[config.mk]
export PLATFORM = sky130hd
export DESIGN_NAME = ldm_top
export DESIGN_NICKNAME = d
export VERILOG_FILES = /design/src/rtl/ldm_pkg.sv /design/src/rtl/ldm_meas.sv /design/src/rtl/ldm_expc.sv /design/src/rtl/ldm_top.sv
export SDC_FILE = /design/constraint.sdc
export NUM_CORES = 2
export LEC_CHECK = 0
export BUFFER_PORTS_ARGS = -buffer_cell sky130_fd_sc_hd__buf_2
export CORE_MARGIN = 5
export CORE_UTILIZATION = 65
export DETAILED_ROUTE_END_ITERATION = 8
export PLACE_DENSITY = 0.83
export SLEW_MARGIN = 30
export SYNTH_ARGS = -nofsm -noshare
export SYNTH_HDL_FRONTEND = slang
export SYNTH_SLANG_ARGS = --single-unit
export TNS_END_PERCENT = 100
[constraint.sdc]
create_clock -name ref_clk -period 25 [get_ports ref_clk]
set_input_delay 0 -clock ref_clk [delete_from_list [all_inputs] [get_ports ref_clk]]
set_output_delay 0 -clock ref_clk [all_outputs]
set_load 0.01 [all_outputs]
[src/rtl/ldm_pkg.sv]
// Package for the LED dimming mode control block: offsets, fields, resets, timing.
// Assumes an 8-bit register port and a single 125 MHz clock.
package ldm_pkg;
  // ==========================================================
  // Timing
  localparam int CLK_FREQ_HZ     = 125_000_000;
  localparam int LOW_TIMEOUT_MS  = 20;
  localparam int LOW_TIMEOUT_CYC = CLK_FREQ_HZ / 1000 * LOW_TIMEOUT_MS;

  // ==========================================================
  // Register offsets
  localparam logic [7:0] ADDR_CFG       = 8'h00;
  localparam logic [7:0] ADDR_TP        = 8'h01;
  localparam logic [7:0] ADDR_GGAIN     = 8'h02;
  localparam logic [7:0] ADDR_GDUTY_L   = 8'h03;
  localparam logic [7:0] ADDR_GDUTY_H   = 8'h04;
  localparam logic [7:0] ADDR_LUM_L     = 8'h05;
  localparam logic [7:0] ADDR_LUM_H     = 8'h06;
  localparam logic [7:0] ADDR_STATUS    = 8'h07;
  localparam logic [7:0] ADDR_CGAIN     = 8'h08;
  localparam logic [7:0] ADDR_CDUTY_L   = 8'h0C;
  localparam logic [7:0] ADDR_CDUTY_H   = 8'h10;
  localparam logic [7:0] ADDR_RB_GAIN   = 8'h14;
  localparam logic [7:0] ADDR_RB_DUTY_L = 8'h18;
  localparam logic [7:0] ADDR_RB_DUTY_H = 8'h1C;

  // ==========================================================
  // Configuration field positions
  localparam int CFG_REG_SRC = 7;
  localparam int CFG_DIRECT  = 6;
  localparam int CFG_FDIM_LO = 3;
  localparam int CFG_EXP     = 2;
  localparam int CFG_MIXED   = 1;
  localparam int CFG_PERCH   = 0;

  // ==========================================================
  // Reset values
  localparam logic [7:0] CFG_RESET  = 8'h00;
  localparam logic [1:0] TP_RESET   = 2'h0;
  localparam logic [7:0] GAIN_RESET = 8'h80;
  localparam logic [7:0] DUTY_RESET = 8'h00;

  // ==========================================================
  // Arithmetic constants
  localparam logic [15:0] DUTY_FULL     = 16'hFFFF;
  localparam int          TP_SHIFT      = 13;
  localparam logic [23:0] EXP_ONE       = 24'hFFFFFF;
  localparam logic [23:0] EXP_FACTOR    = 24'hF60419;
  localparam logic [15:0] DIV3_MULT     = 16'h5556;
  localparam logic [15:0] PRESCALE_BASE = 16'h0080;
endpackage : ldm_pkg

[src/rtl/ldm_meas.sv]
// Dimming input measurement: synchroniser, period, duty and low timeout.
// Assumes the pin is asynchronous to ref_clk and slower than ref_clk / 20.
`timescale 1ns/100ps
module ldm_meas
  import ldm_pkg::*;
#(
  parameter int TIMEOUT_CYC = LOW_TIMEOUT_CYC
) (
  input  wire logic        ref_clk,
  input  wire logic        reset,
  input  wire logic        clk_en,
  input  wire logic        pin_raw,
  output logic             pin_level,
  output logic             low_timeout,
  output logic [15:0]      duty,
  output logic [23:0]      period
);
  localparam logic [23:0] TMO = 24'(TIMEOUT_CYC);
  localparam logic [23:0] CMAX = 24'hFFFFFF;

  logic        sync1_reg, sync2_reg, last_reg, rise;
  logic [23:0] run_reg, high_reg, low_reg;
  logic [24:0] rem_reg, rem_sh;
  logic [15:0] quot_reg;
  logic [4:0]  bits_reg;

  // ==========================================================
  // Two-stage synchroniser, then edge history
  always_ff @(posedge ref_clk or posedge reset) begin
    if (reset) begin
      sync1_reg <= 1'b0;
      sync2_reg <= 1'b0;
      last_reg  <= 1'b0;
    end else if (clk_en) begin
      sync1_reg <= pin_raw;
      sync2_reg <= sync1_reg;
      last_reg  <= sync2_reg;
    end
  end
  assign pin_level = sync2_reg;
  assign rise      = sync2_reg & ~last_reg;

  // Period and high-time counters, restarted on each rising edge
  always_ff @(posedge ref_clk or posedge reset) begin
    if (reset) begin
      run_reg  <= 24'h000000;
      high_reg <= 24'h000000;
      period   <= 24'h000000;
    end else if (clk_en) begin
      if (rise) begin
        period   <= run_reg;
        run_reg  <= 24'h000001;
        high_reg <= 24'h000001;
      end else begin
        run_reg  <= run_reg + 24'((run_reg != CMAX) ? 1 : 0);
        high_reg <= high_reg + 24'((sync2_reg && high_reg != CMAX) ? 1 : 0);
      end
    end
  end

  // Serial divide high/period into a 16-bit fraction
  assign rem_sh = {rem_reg[23:0], 1'b0};
  always_ff @(posedge ref_clk or posedge reset) begin
    if (reset) begin
      rem_reg  <= 25'h0000000;
      quot_reg <= 16'h0000;
      bits_reg <= 5'h00;
      duty     <= 16'h0000;
    end else if (clk_en) begin
      if (rise && run_reg != 24'h000000) begin
        if (high_reg >= run_reg) begin
          duty     <= DUTY_FULL;
          bits_reg <= 5'h00;
        end else begin
          rem_reg  <= {1'b0, high_reg};
          bits_reg <= 5'h10;
        end
      end else if (bits_reg != 5'h00) begin
        bits_reg <= bits_reg - 5'h01;
        if (rem_sh >= {1'b0, period}) begin
          rem_reg  <= rem_sh - {1'b0, period};
          quot_reg <= {quot_reg[14:0], 1'b1};
          if (bits_reg == 5'h01) duty <= {quot_reg[14:0], 1'b1};
        end else begin
          rem_reg  <= rem_sh;
          quot_reg <= {quot_reg[14:0], 1'b0};
          if (bits_reg == 5'h01) duty <= {quot_reg[14:0], 1'b0};
        end
      end else if (high_reg == TMO) begin
        duty <= DUTY_FULL;  // Stuck high reads as full duty
      end
    end
  end

  // Low-level timer for the switch-off condition
  always_ff @(posedge ref_clk or posedge reset) begin
    if (reset) begin
      low_reg <= 24'h000000;
    end else if (clk_en) begin
      if (sync2_reg) low_reg <= 24'h000000;
      else if (low_reg != TMO) low_reg <= low_reg + 24'h000001;
    end
  end
  assign low_timeout = (low_reg == TMO);
endmodule : ldm_meas

[src/rtl/ldm_expc.sv]
// Exponential brightness curve: step i gives 0.961^(255-i) of full scale.
// Assumes the step input is held; a new value restarts an iterative multiply.
`timescale 1ns/100ps
module ldm_expc
  import ldm_pkg::*;
(
  input  wire logic        ref_clk,
  input  wire logic        reset,
  input  wire logic        clk_en,
  input  wire logic [7:0]  step_in,
  output logic [15:0]      bright
);
  typedef enum logic {LDM_IDLE, LDM_RUN} ldm_exp_t;
  ldm_exp_t    state_reg;
  logic [23:0] acc_reg;
  logic [7:0]  left_reg, done_reg;
  logic        valid_reg;
  logic [47:0] prod;

  assign prod = acc_reg * EXP_FACTOR;

  // ==========================================================
  // One multiply by 0.961 per cycle, 255-i times
  always_ff @(posedge ref_clk or posedge reset) begin
    if (reset) begin
      state_reg <= LDM_IDLE;
      acc_reg   <= EXP_ONE;
      left_reg  <= 8'h00;
      done_reg  <= 8'h00;
      valid_reg <= 1'b0;
      bright    <= 16'h0000;
    end else if (clk_en) begin
      unique case (state_reg)
        LDM_IDLE: begin
          if (!valid_reg || step_in != done_reg) begin
            acc_reg   <= EXP_ONE;
            left_reg  <= 8'hFF - step_in;
            done_reg  <= step_in;
            state_reg <= LDM_RUN;
          end
        end
        LDM_RUN: begin
          if (left_reg != 8'h00) begin
            acc_reg  <= prod[47:24];
            left_reg <= left_reg - 8'h01;
          end else begin
            bright    <= acc_reg[23:8];
            valid_reg <= 1'b1;
            state_reg <= LDM_IDLE;
          end
        end
      endcase
    end
  end
endmodule : ldm_expc

[src/rtl/ldm_top.sv]
// LED dimming mode control: mode decode, mixed dimming, PWM and readback.
// Assumes one 125 MHz clock and an 8-bit register port with one-cycle read data.
//
// Contract
// - Input duty linear, global gain
// - Input low over 20 ms: outputs off
// - Input duty through exponential curve, global gain
// - Direct mode: rebuilt input drives outputs
// - Mixed: above point gain, below PWM
// - Below point duty equals brightness over gain
// - Input 8-bit duty, exponential, then mixed
// - Input duty linear, per-channel gain
// - Input duty exponential, per-channel gain
// - Direct mode with per-channel gain
// - Register duty pair applied unchanged
// - Low duty byte through exponential curve
// - Luminance pair linear, mixed dimming
// - Luminance low byte exponential, mixed dimming
// - Channel duty pairs, channel gains
// - Channel low bytes exponential, channel gains
// - Frequency from input or frequency field
// - Transition point 12.5 to 50 percent
// - Exponential curve 0.961 power steps
// - Applied gain and duty readable
`timescale 1ns/100ps
module ldm_top
  import ldm_pkg::*;
#(
  parameter int NCH         = 4,
  parameter int TIMEOUT_CYC = LOW_TIMEOUT_CYC
) (
  input  wire logic             ref_clk,
  input  wire logic             reset,
  input  wire logic             clk_en,
  input  wire logic             dimming_input_pin,
  input  wire logic [7:0]       reg_addr,
  input  wire logic [7:0]       reg_wdata,
  input  wire logic             reg_wr,
  input  wire logic             reg_rd,
  output logic [7:0]            reg_rdata,
  output logic [NCH-1:0]        chan_pwm_out,
  output logic [NCH*8-1:0]      chan_gain_out,
  output logic                  outputs_off
);
  logic [7:0]  dimming_config_reg;
  logic [1:0]  transition_point_field;
  logic [7:0]  global_current_gain;
  logic [7:0]  global_duty_low, global_duty_high, lum_low, lum_high;
  logic [7:0]  channel_current_gain [NCH];
  logic [7:0]  channel_duty_low [NCH];
  logic [7:0]  channel_duty_high [NCH];
  logic [7:0]  applied_gain_readback [NCH];
  logic [15:0] applied_duty_readback [NCH];
  logic [15:0] bright [NCH];
  logic [15:0] exp_out [NCH];
  logic [15:0] duty_next [NCH];
  logic [7:0]  gain_next [NCH];
  logic [7:0]  exp_in [NCH];
  logic        above [NCH];
  logic        pin_level, low_timeout, off_now;
  logic [15:0] meas_duty, tp_level, prescale, pre_cnt_reg, phase_reg;
  logic [23:0] meas_period;
  logic        register_source_select, input_direct_pass, direct_mode;
  logic        exponential_curve_select, mixed_dimming_select, per_channel_select;
  logic [2:0]  fdim;
  logic [1:0]  idx;

  // ==========================================================
  // Configuration field decode
  // configuration bit layout
  assign register_source_select   = dimming_config_reg[CFG_REG_SRC];
  assign input_direct_pass        = dimming_config_reg[CFG_DIRECT];
  assign fdim                     = dimming_config_reg[CFG_FDIM_LO +: 3];
  assign exponential_curve_select = dimming_config_reg[CFG_EXP];
  assign mixed_dimming_select     = dimming_config_reg[CFG_MIXED] & ~dimming_config_reg[CFG_PERCH];
  assign per_channel_select       = dimming_config_reg[CFG_PERCH];
  assign direct_mode              = input_direct_pass & ~register_source_select;
  assign off_now                  = ~register_source_select & low_timeout;
  assign tp_level = 16'(({14'h0000, transition_point_field} + 16'h0001) << TP_SHIFT);
  assign idx      = reg_addr[1:0];

  // ==========================================================
  // Register writes
  always_ff @(posedge ref_clk or posedge reset) begin
    if (reset) begin
      dimming_config_reg     <= CFG_RESET;
      transition_point_field <= TP_RESET;
      global_current_gain    <= GAIN_RESET;
      global_duty_low        <= DUTY_RESET;
      global_duty_high       <= DUTY_RESET;
      lum_low                <= DUTY_RESET;
      lum_high               <= DUTY_RESET;
      for (int c = 0; c < NCH; c++) begin
        channel_current_gain[c] <= GAIN_RESET;
        channel_duty_low[c]     <= DUTY_RESET;
        channel_duty_high[c]    <= DUTY_RESET;
      end
    end else if (clk_en && reg_wr) begin
      case (reg_addr)
        ADDR_CFG:     dimming_config_reg     <= reg_wdata;
        ADDR_TP:      transition_point_field <= reg_wdata[1:0];
        ADDR_GGAIN:   global_current_gain    <= reg_wdata;
        ADDR_GDUTY_L: global_duty_low        <= reg_wdata;
        ADDR_GDUTY_H: global_duty_high       <= reg_wdata;
        ADDR_LUM_L:   lum_low                <= reg_wdata;
        ADDR_LUM_H:   lum_high               <= reg_wdata;
        default: begin
          if (reg_addr[7:2] == ADDR_CGAIN[7:2]) channel_current_gain[idx] <= reg_wdata;
          if (reg_addr[7:2] == ADDR_CDUTY_L[7:2]) channel_duty_low[idx] <= reg_wdata;
          if (reg_addr[7:2] == ADDR_CDUTY_H[7:2]) channel_duty_high[idx] <= reg_wdata;
        end
      endcase
    end
  end

  // ==========================================================
  // Register reads, data valid only in the cycle after the strobe
  always_ff @(posedge ref_clk or posedge reset) begin
    if (reset) begin
      reg_rdata <= 8'h00;
    end else if (clk_en) begin
      reg_rdata <= 8'h00;
      if (reg_rd) begin
        case (reg_addr)
          ADDR_CFG:     reg_rdata <= dimming_config_reg;
          ADDR_TP:      reg_rdata <= {6'h00, transition_point_field};
          ADDR_GGAIN:   reg_rdata <= global_current_gain;
          ADDR_GDUTY_L: reg_rdata <= global_duty_low;
          ADDR_GDUTY_H: reg_rdata <= global_duty_high;
          ADDR_LUM_L:   reg_rdata <= lum_low;
          ADDR_LUM_H:   reg_rdata <= lum_high;
          ADDR_STATUS:  reg_rdata <= {6'h00, outputs_off, pin_level};
          default: begin
            if (reg_addr[7:2] == ADDR_CGAIN[7:2]) reg_rdata <= channel_current_gain[idx];
            if (reg_addr[7:2] == ADDR_CDUTY_L[7:2]) reg_rdata <= channel_duty_low[idx];
            if (reg_addr[7:2] == ADDR_CDUTY_H[7:2]) reg_rdata <= channel_duty_high[idx];
            if (reg_addr[7:2] == ADDR_RB_GAIN[7:2]) reg_rdata <= applied_gain_readback[idx];
            if (reg_addr[7:2] == ADDR_RB_DUTY_L[7:2])
              reg_rdata <= applied_duty_readback[idx][7:0];
            if (reg_addr[7:2] == ADDR_RB_DUTY_H[7:2])
              reg_rdata <= applied_duty_readback[idx][15:8];
          end
        endcase
      end
    end
  end

  // ==========================================================
  // Input measurement
  ldm_meas #(.TIMEOUT_CYC(TIMEOUT_CYC)) u_meas (
    .ref_clk     (ref_clk),
    .reset       (reset),
    .clk_en      (clk_en),
    .pin_raw     (dimming_input_pin),
    .pin_level   (pin_level),
    .low_timeout (low_timeout),
    .duty        (meas_duty),
    .period      (meas_period)
  );

  // ==========================================================
  // Per-channel brightness, mixed split and gain selection
  for (genvar c = 0; c < NCH; c++) begin : g_ch
    logic [18:0] scaled;
    logic [34:0] div3;
    logic [18:0] below;

    // register low byte selects the curve step; the measured input uses its high byte
    assign exp_in[c] = !register_source_select ? meas_duty[15:8] :
                       per_channel_select      ? channel_duty_low[c] :
                       mixed_dimming_select    ? lum_low : global_duty_low;

    ldm_expc u_expc (
      .ref_clk (ref_clk),
      .reset   (reset),
      .clk_en  (clk_en),
      .step_in (exp_in[c]),
      .bright  (exp_out[c])
    );

    always_comb begin
      if (exponential_curve_select) bright[c] = exp_out[c];
      else if (!register_source_select) bright[c] = meas_duty;
      else if (per_channel_select) bright[c] = {channel_duty_high[c], channel_duty_low[c]};
      else if (mixed_dimming_select) bright[c] = {lum_high, lum_low};
      else bright[c] = {global_duty_high, global_duty_low};
    end

    // duty is brightness over gain fraction
    assign scaled = {bright[c], 3'b000};
    assign div3   = scaled * DIV3_MULT;
    always_comb begin
      unique case (transition_point_field)
        2'h0: below = scaled;
        2'h1: below = {1'b0, scaled[18:1]};
        2'h2: below = div3[34:16];
        2'h3: below = {2'b00, scaled[18:2]};
      endcase
    end
    assign above[c] = bright[c] >= tp_level;

    always_comb begin
      if (mixed_dimming_select) begin
        gain_next[c] = above[c] ? bright[c][15:8] : tp_level[15:8];
        duty_next[c] = above[c] ? DUTY_FULL : ((below[18:16] != 3'h0) ? DUTY_FULL : below[15:0]);
      end else begin
        gain_next[c] = per_channel_select ? channel_current_gain[c] : global_current_gain;
        duty_next[c] = bright[c];
      end
    end
    assign chan_gain_out[c*8 +: 8] = applied_gain_readback[c];
  end

  // ==========================================================
  // Dimming frequency prescaler and shared phase counter
  // frequency from input or field
  assign prescale = register_source_select ? (PRESCALE_BASE >> fdim) :
                    (meas_period[23:16] == 8'h00) ? 16'h0001 : {8'h00, meas_period[23:16]};
  always_ff @(posedge ref_clk or posedge reset) begin
    if (reset) begin
      pre_cnt_reg <= 16'h0000;
      phase_reg   <= 16'h0000;
    end else if (clk_en) begin
      if (pre_cnt_reg == 16'h0000) begin
        pre_cnt_reg <= prescale - 16'h0001;
        phase_reg   <= phase_reg + 16'h0001;
      end else begin
        pre_cnt_reg <= pre_cnt_reg - 16'h0001;
      end
    end
  end

  // ==========================================================
  // Applied values and output drive
  always_ff @(posedge ref_clk or posedge reset) begin
    if (reset) begin
      outputs_off  <= 1'b0;
      chan_pwm_out <= '0;
      for (int c = 0; c < NCH; c++) begin
        applied_gain_readback[c] <= GAIN_RESET;
        applied_duty_readback[c] <= 16'h0000;
      end
    end else if (clk_en) begin
      outputs_off <= off_now;
      for (int c = 0; c < NCH; c++) begin
        applied_gain_readback[c] <= gain_next[c];
        if (off_now) begin
          applied_duty_readback[c] <= 16'h0000;
          chan_pwm_out[c]          <= 1'b0;
        end else if (direct_mode) begin
          applied_duty_readback[c] <= meas_duty;
          chan_pwm_out[c]          <= pin_level;
        end else begin
          applied_duty_readback[c] <= duty_next[c];
          chan_pwm_out[c]          <= (duty_next[c] == DUTY_FULL) || (phase_reg < duty_next[c]);
        end
      end
    end
  end
endmodule : ldm_top

**After elaboration in Yosys (flattened, before gate mapping)**

Index checks and enable logic that the tools add are counted.

- Register bits: 678
- Input bits: 22
- Logic and storage cells: 381

- Add/subtract/negate cells: 17
- $mul: 8
- Order comparisons: 12
- Eq/ne operators: 41
- Shift operators: 1
- Multiplexer cells: 154
- Bitwise gates (word level): 18
- Reduce and logical (&&, ||, !) cells: 63

Operators by type and width:

| kind | number |
|---|---|
| $mux W16 | 44 |
| $mux W24 | 16 |
| $mux W8 | 46 |
| $pmux W19 S4 | 4 |
| $mul A24 B24 Y48 const B | 4 |
| $pmux W24 S2 | 4 |
| $mul A16 B14 Y30 const B | 4 |
| $bwmux W32 | 3 |
| $bmux W8 S2 | 4 |
| $eq A16 B16 Y1 const B | 4 |
| $ge A16 B16 Y1 | 4 |
| $lt A16 B16 Y1 | 4 |
| $pmux W8 S2 | 4 |
| $pmux W8 S8 | 1 |
| $reduce_and A3 Y1 | 17 |
| $add A24 B24 Y24 | 2 |
| $eq A24 B22 Y1 const B | 2 |
| $ne A24 B24 Y1 const B | 2 |
| $bmux W16 S2 | 1 |
| $eq A8 B3 Y1 const B | 4 |
| $ne A8 B8 Y1 | 4 |
| $reduce_bool A8 Y1 | 4 |
| $sub A16 B1 Y16 const B | 2 |
| $sub A8 B1 Y8 const B | 4 |
| 42 further kinds | 126 |

**Longest topological paths before layout**

- Depth in word-level cells: 16
- Depth in mapped cells: 43
- Depth with buffers taken out: 39

**Modules after synthesis**

From an unflattened synthesis, not the netlist that was laid out.

- Cells, all modules: 9,035
- Area, all modules: 87,884.3 um2

Modules (own cells, without submodules):

| module | instances | cells an instance | area an instance (um2) | seq. area each (um2) |
|---|---|---|---|---|
| ldm_top | 1 | 4,049 | 37,469.7 | 7,193.1 |
| ldm_expc (g_ch[1].u_expc ...) | 2 | 977 | 10,184.8 | 1,481.4 |
| ldm_expc (g_ch[3].u_expc) | 1 | 995 | 10,298.6 | 1,481.4 |
| ldm_expc (g_ch[0].u_expc) | 1 | 957 | 10,103.4 | 1,481.4 |
| ldm_meas | 1 | 1,080 | 9,643.0 | 3,978.8 |

**Least setup slack after synthesis**

Ideal clock, no wire load.

- Kind: reg2reg
- Start: reg dimming_config_reg[2]
- End: reg chan_pwm_out[0]
- Setup time: 0.088 ns
- Arrival: 8.505 ns
- Required time: 24.912 ns
- Path slack: 16.407 ns
- Cell stages (with the launch flop): 38
- Buffers on the path: 4
- Clock period less this slack: 8.593 ns
- Cells stage by stage: dfrtp_1 -> buf_4 -> inv_2 -> buf_2 -> buf_2 -> buf_2 -> nor2_1 -> a31oi_1 -> ha_1 -> fa_1 -> inv_1 -> fa_1 -> inv_1 -> fa_1 -> inv_1 -> fa_1 -> inv_1 -> fa_1 -> [2 not listed] -> a21o_1 -> a21o_1 -> a21o_1 -> a311oi_2 -> nor3b_1 -> o21a_1 -> nor3_1 -> o22ai_1 -> a22o_1 -> ha_1 -> a21o_1 -> a21o_1 -> a21oi_1 -> o221ai_1 -> a2111oi_0 -> a21oi_1 -> a22o_1 -> a41oi_1

- Longest elaborated chain between the ends: 11

Ends and longest elaborated chain:

| what | line | RTL |
|---|---|---|
| from (decl) | ldm_top.sv:45 | `logic [7:0] dimming_config_reg;` |
| from (signal assigned) | ldm_top.sv:100 | `ADDR_CFG: dimming_config_reg <= reg_wdata;` |
| $mux W16 (*) | ldm_top.sv:182 | `if (exponential_curve_select) bright[c] = exp_out[c];` |
| $mul A16 B14 Y30 | ldm_top.sv:191 | `assign div3 = scaled * DIV3_MULT;` |
| $pmux W19 S4 | ldm_top.sv:193 | `unique case (transition_point_field)` |
| $reduce_bool A3 Y1 | ldm_top.sv:205 | `duty_next[c] = above[c] ? DUTY_FULL : ((below[18:16] != 3'h0) ? DUTY_FULL : below[15:0]);` |
| $mux W16 (2 in series) | ldm_top.sv:205 |  |
| $mux W16 (*) | ldm_top.sv:203 | `if (mixed_dimming_select) begin` |
| $lt A16 B16 Y1 / $eq A16 B16 Y1 (equally long branches) | ldm_top.sv:255 | `chan_pwm_out[c] <= (duty_next[c] == DUTY_FULL) \|\| (phase_reg < duty_next[c]);` |
| $logic_or A1 B1 Y1 (*) | ldm_top.sv:255 |  |
| $mux W1 (*) | ldm_top.sv:250 | `end else if (direct_mode) begin` |
| $mux W1 (*) | ldm_top.sv:247 | `if (off_now) begin` |
| to (signal, indexed assignment) | ldm_top.sv:252 | `chan_pwm_out[c] <= pin_level;` |
| to (signal, indexed assignment) | ldm_top.sv:255 |  |
| to (decl) | ldm_top.sv:41 | `output logic [NCH-1:0] chan_pwm_out,` |

Mark *: on every way between the ends. The rest lies on a longest branch, timed or not.
A chain may end at the register's enable or synchronous reset.

**Worst setup path in the final report**

- Start: reg dimming_config_reg[0]
- End: reg chan_pwm_out[0]

- Longest elaborated chain between the ends: 16

Ends and longest elaborated chain:

| what | line | RTL |
|---|---|---|
| $not A1 Y1 | ldm_top.sv:75 | `assign mixed_dimming_select = dimming_config_reg[CFG_MIXED] & ~dimming_config_reg[CFG_PERCH];` |
| $and A1 B1 Y1 | ldm_top.sv:75 |  |
| $mux W16 | ldm_top.sv:185 | `else if (mixed_dimming_select) bright[c] = {lum_high, lum_low};` |
| $mux W16 | ldm_top.sv:184 | `else if (per_channel_select) bright[c] = {channel_duty_high[c], channel_duty_low[c]};` |
| $mux W16 | ldm_top.sv:183 | `else if (!register_source_select) bright[c] = meas_duty;` |
| $mux W16 | ldm_top.sv:182 |  |
| $mul A16 B14 Y30 | ldm_top.sv:191 |  |
| $pmux W19 S4 | ldm_top.sv:193 |  |
| $reduce_bool A3 Y1 | ldm_top.sv:205 |  |
| $mux W16 (2 in series) | ldm_top.sv:205 |  |
| $mux W16 (*) | ldm_top.sv:203 |  |
| $lt A16 B16 Y1 / $eq A16 B16 Y1 (equally long branches) | ldm_top.sv:255 |  |
| $logic_or A1 B1 Y1 (*) | ldm_top.sv:255 |  |
| $mux W1 (*) | ldm_top.sv:250 |  |
| $mux W1 (*) | ldm_top.sv:247 |  |

Marked as above.

==> metrics <==
Netlist cell types=116; max FFs per register=96; Nets=11122; Hold WC Path Type=in -> async; Slew HR=0.240; post-DR vias/cell=6.37; Area growth syn-to-layout=6.34%; Routed met3 length=25300 um; Ys Warns=0; layout cell share with drive strength beyond 1=0.0866; die height=372 um; Vias=67382; HPWL after detailed placement=201000 um; DRC=0; crit-path max FO=49; TritonCTS Sinks=678; H-tree depth=3; Core Region=130000 um^2; Final Slew Violations=0; Critical Path Sink Type=register; CTS buffer count=82; num rows=132; setup_tns=0 ns; GRT Util Overall=0.376; Post-CTS Setup Repair Bufs=0; Hold Vio Cnt, Final=0; worst slew pin tran=1.14 ns; commonest non-fill, non-tap cell in the layout=inv_1; crit-path max cell delay=0.77 ns; post-route ant nets=0; met2 routed WL=116000 um; crit path max-delay cell type=o311ai_2; GRT overflow=0; Top Layer Used=met5; Final setup viols=0; Tmin final=10.54 ns; input/output buffers=66; Clock transition at path regs=0.07 ns; final wirelength=257000 um; RSZ-0062 raised after global routing=no; Worst Path Buf+Inv=8; first-pass GRT wire length=401000 um; vias in the first global route=69740; top_reg_cell synth=dfrtp_1; Starting Density=0.656; clock skew=0.0329 ns; Iter 0 DRT Violations=6852; Syn Area/Cell=9.71 um^2; Critical Path AT=11.14 ns; met1 WL=101000 um; max-cap viol count=0; die area=138000 um^2; largest net degree at the start of global routing=174; initial antenna violation count=18; FILL cells=9581; routed len/inst=24.3 um; FFs w/ async S/R, synth=1.00; Top Ports=67; Critical Path RT=25.60 ns; Die X-Extent=372 um; Root Driver=clkbuf_16; Yosys reg bits=678; Post-synth EDFFs=0; Worst-Skew Late Latency=0.71 ns; Final GP Congestion=1.04; Syn Inst Count=8764; delay-heaviest family, CP=compound AO/OA/AOI/OAI gates; Max Buffers Root-to-Sink=3; router iterations before antenna repair=7; critical setup path kind=reg -> reg; mapped cell area=85100 um^2; CTS tree=yes; post-synthesis sequential area ratio=0.201; Mapped Nets=11119; fmax=94.9 MHz; multi-input logic area=60900 um^2; Seq. cell area=17100 um^2; most frequent cells in the layout=inv_1 (1644), ha_1 (1457), fa_1 (872), dfrtp_1 (570), nand2_1 (469); fin crit share=0.422; status=finished clean; critical path launch point type=register
==> through the flow <==
step / util / setup slack (ns) / hold slack (ns) / instances / instance area [um^2]
global placement: 0.674 / 14.82 / 0.237 / 10411 / 87400
CTS: 0.696 / 14.71 / 0.0150 / 10576 / 90400
global route: 0.697 / 13.80 / 0.0901 / 10579 / 90500
finish: 0.697 / 14.46 / 0.0251 / 10586 / 90500
detailed placement: 0.674 / 14.80 / 0.247 / 10412 / 87500
floorplan: - / 6.17 / 0.147 / 8764 / 85100
==> kinds of logic (layout without fill, tap and decap cells) <==
kind of cell,count (synthesis),in the layout,share of synthesized area
compound gates,1665,1665,0.132
xor+xnor,268,268,0.0276
fa+ha+maj,2333,2333,0.420
buf+inv,1907,1978,0.0850
flops,678,678,0.201
mux,285,285,0.0439
other cells,0,9,0
simple gates,1628,1628,0.0910
==> Yosys cell counts (59+ instances only) <==
master	n	area share
dfstp_2	105	0.032
a22o_1	63	0.0065
a21oi_1	362	0.021
nand2b_1	65	0.0048
mux2_2	194	0.026
o22ai_1	66	0.0049
inv_1	1646	0.073
a221oi_1	61	0.0063
a21o_1	109	0.0096
o21ai_1	59	0.0035
clkbuf_1	194	0.0086
dfrtp_1	573	0.17
nor3_1	157	0.0092
nand2_1	469	0.021
xnor2_1	145	0.015
xor2_1	123	0.013
nand4_1	82	0.0060
ha_1	1461	0.21
fa_1	872	0.21
nor2_1	439	0.019
nand3_1	127	0.0075
o21ai_0	405	0.024
==> what timing repair did <==
item                                   CTS  global route
hold buffers                            12             0
endpoints found under the hold margin  266             0
gates resized for setup                  0             0
setup endpoints to repair                0             0
==> path summary, 6_finish.rpt <==
check	depth (start not counted)	from	slack, ns	end
min	3	reset	0.03	u_meas.high_reg[16]
min reg2reg	1	pre_cnt_reg[12]	0.47	pre_cnt_reg[12]
max	36	dimming_config_reg[0]	14.46	chan_pwm_out[0]
max reg2reg	36	dimming_config_reg[0]	14.46	chan_pwm_out[0]
max in group asynchronous	5	reset	22.82	applied_duty_readback[38]
min in group ref_clk	5	reg_addr[2]	0.06	reg_rdata[0]
==> per-layer routing <==
metal,vias up,global-route usage
met5,-,0
met4,20,0.183
met3,793,0.0841
met2,3261,0.596
met1,33515,0.491
li1,29793,-
==> tightest hold or removal path, stage by stage <==
cell	delay [ns]
dlygate4sd3_1	0.53
buf_2	0.15
inv_8	0.51
==> final cells by class <==
cell class | instances | share of cell area
Antenna cell | 9 | 0.000249
Clock buffer | 109 | 0.0258
Clock inverter | 43 | 0.00545
Inverter | 1652 | 0.0686
Multi-Input combinational cell | 6179 | 0.673
Sequential cell | 678 | 0.189
Tap cell | 1742 | 0.0241
Timing Repair Buffer | 174 | 0.0135
Power is not shown: default switching activity piles up to over one toggle a cycle in this logic, so the estimate is an artifact.
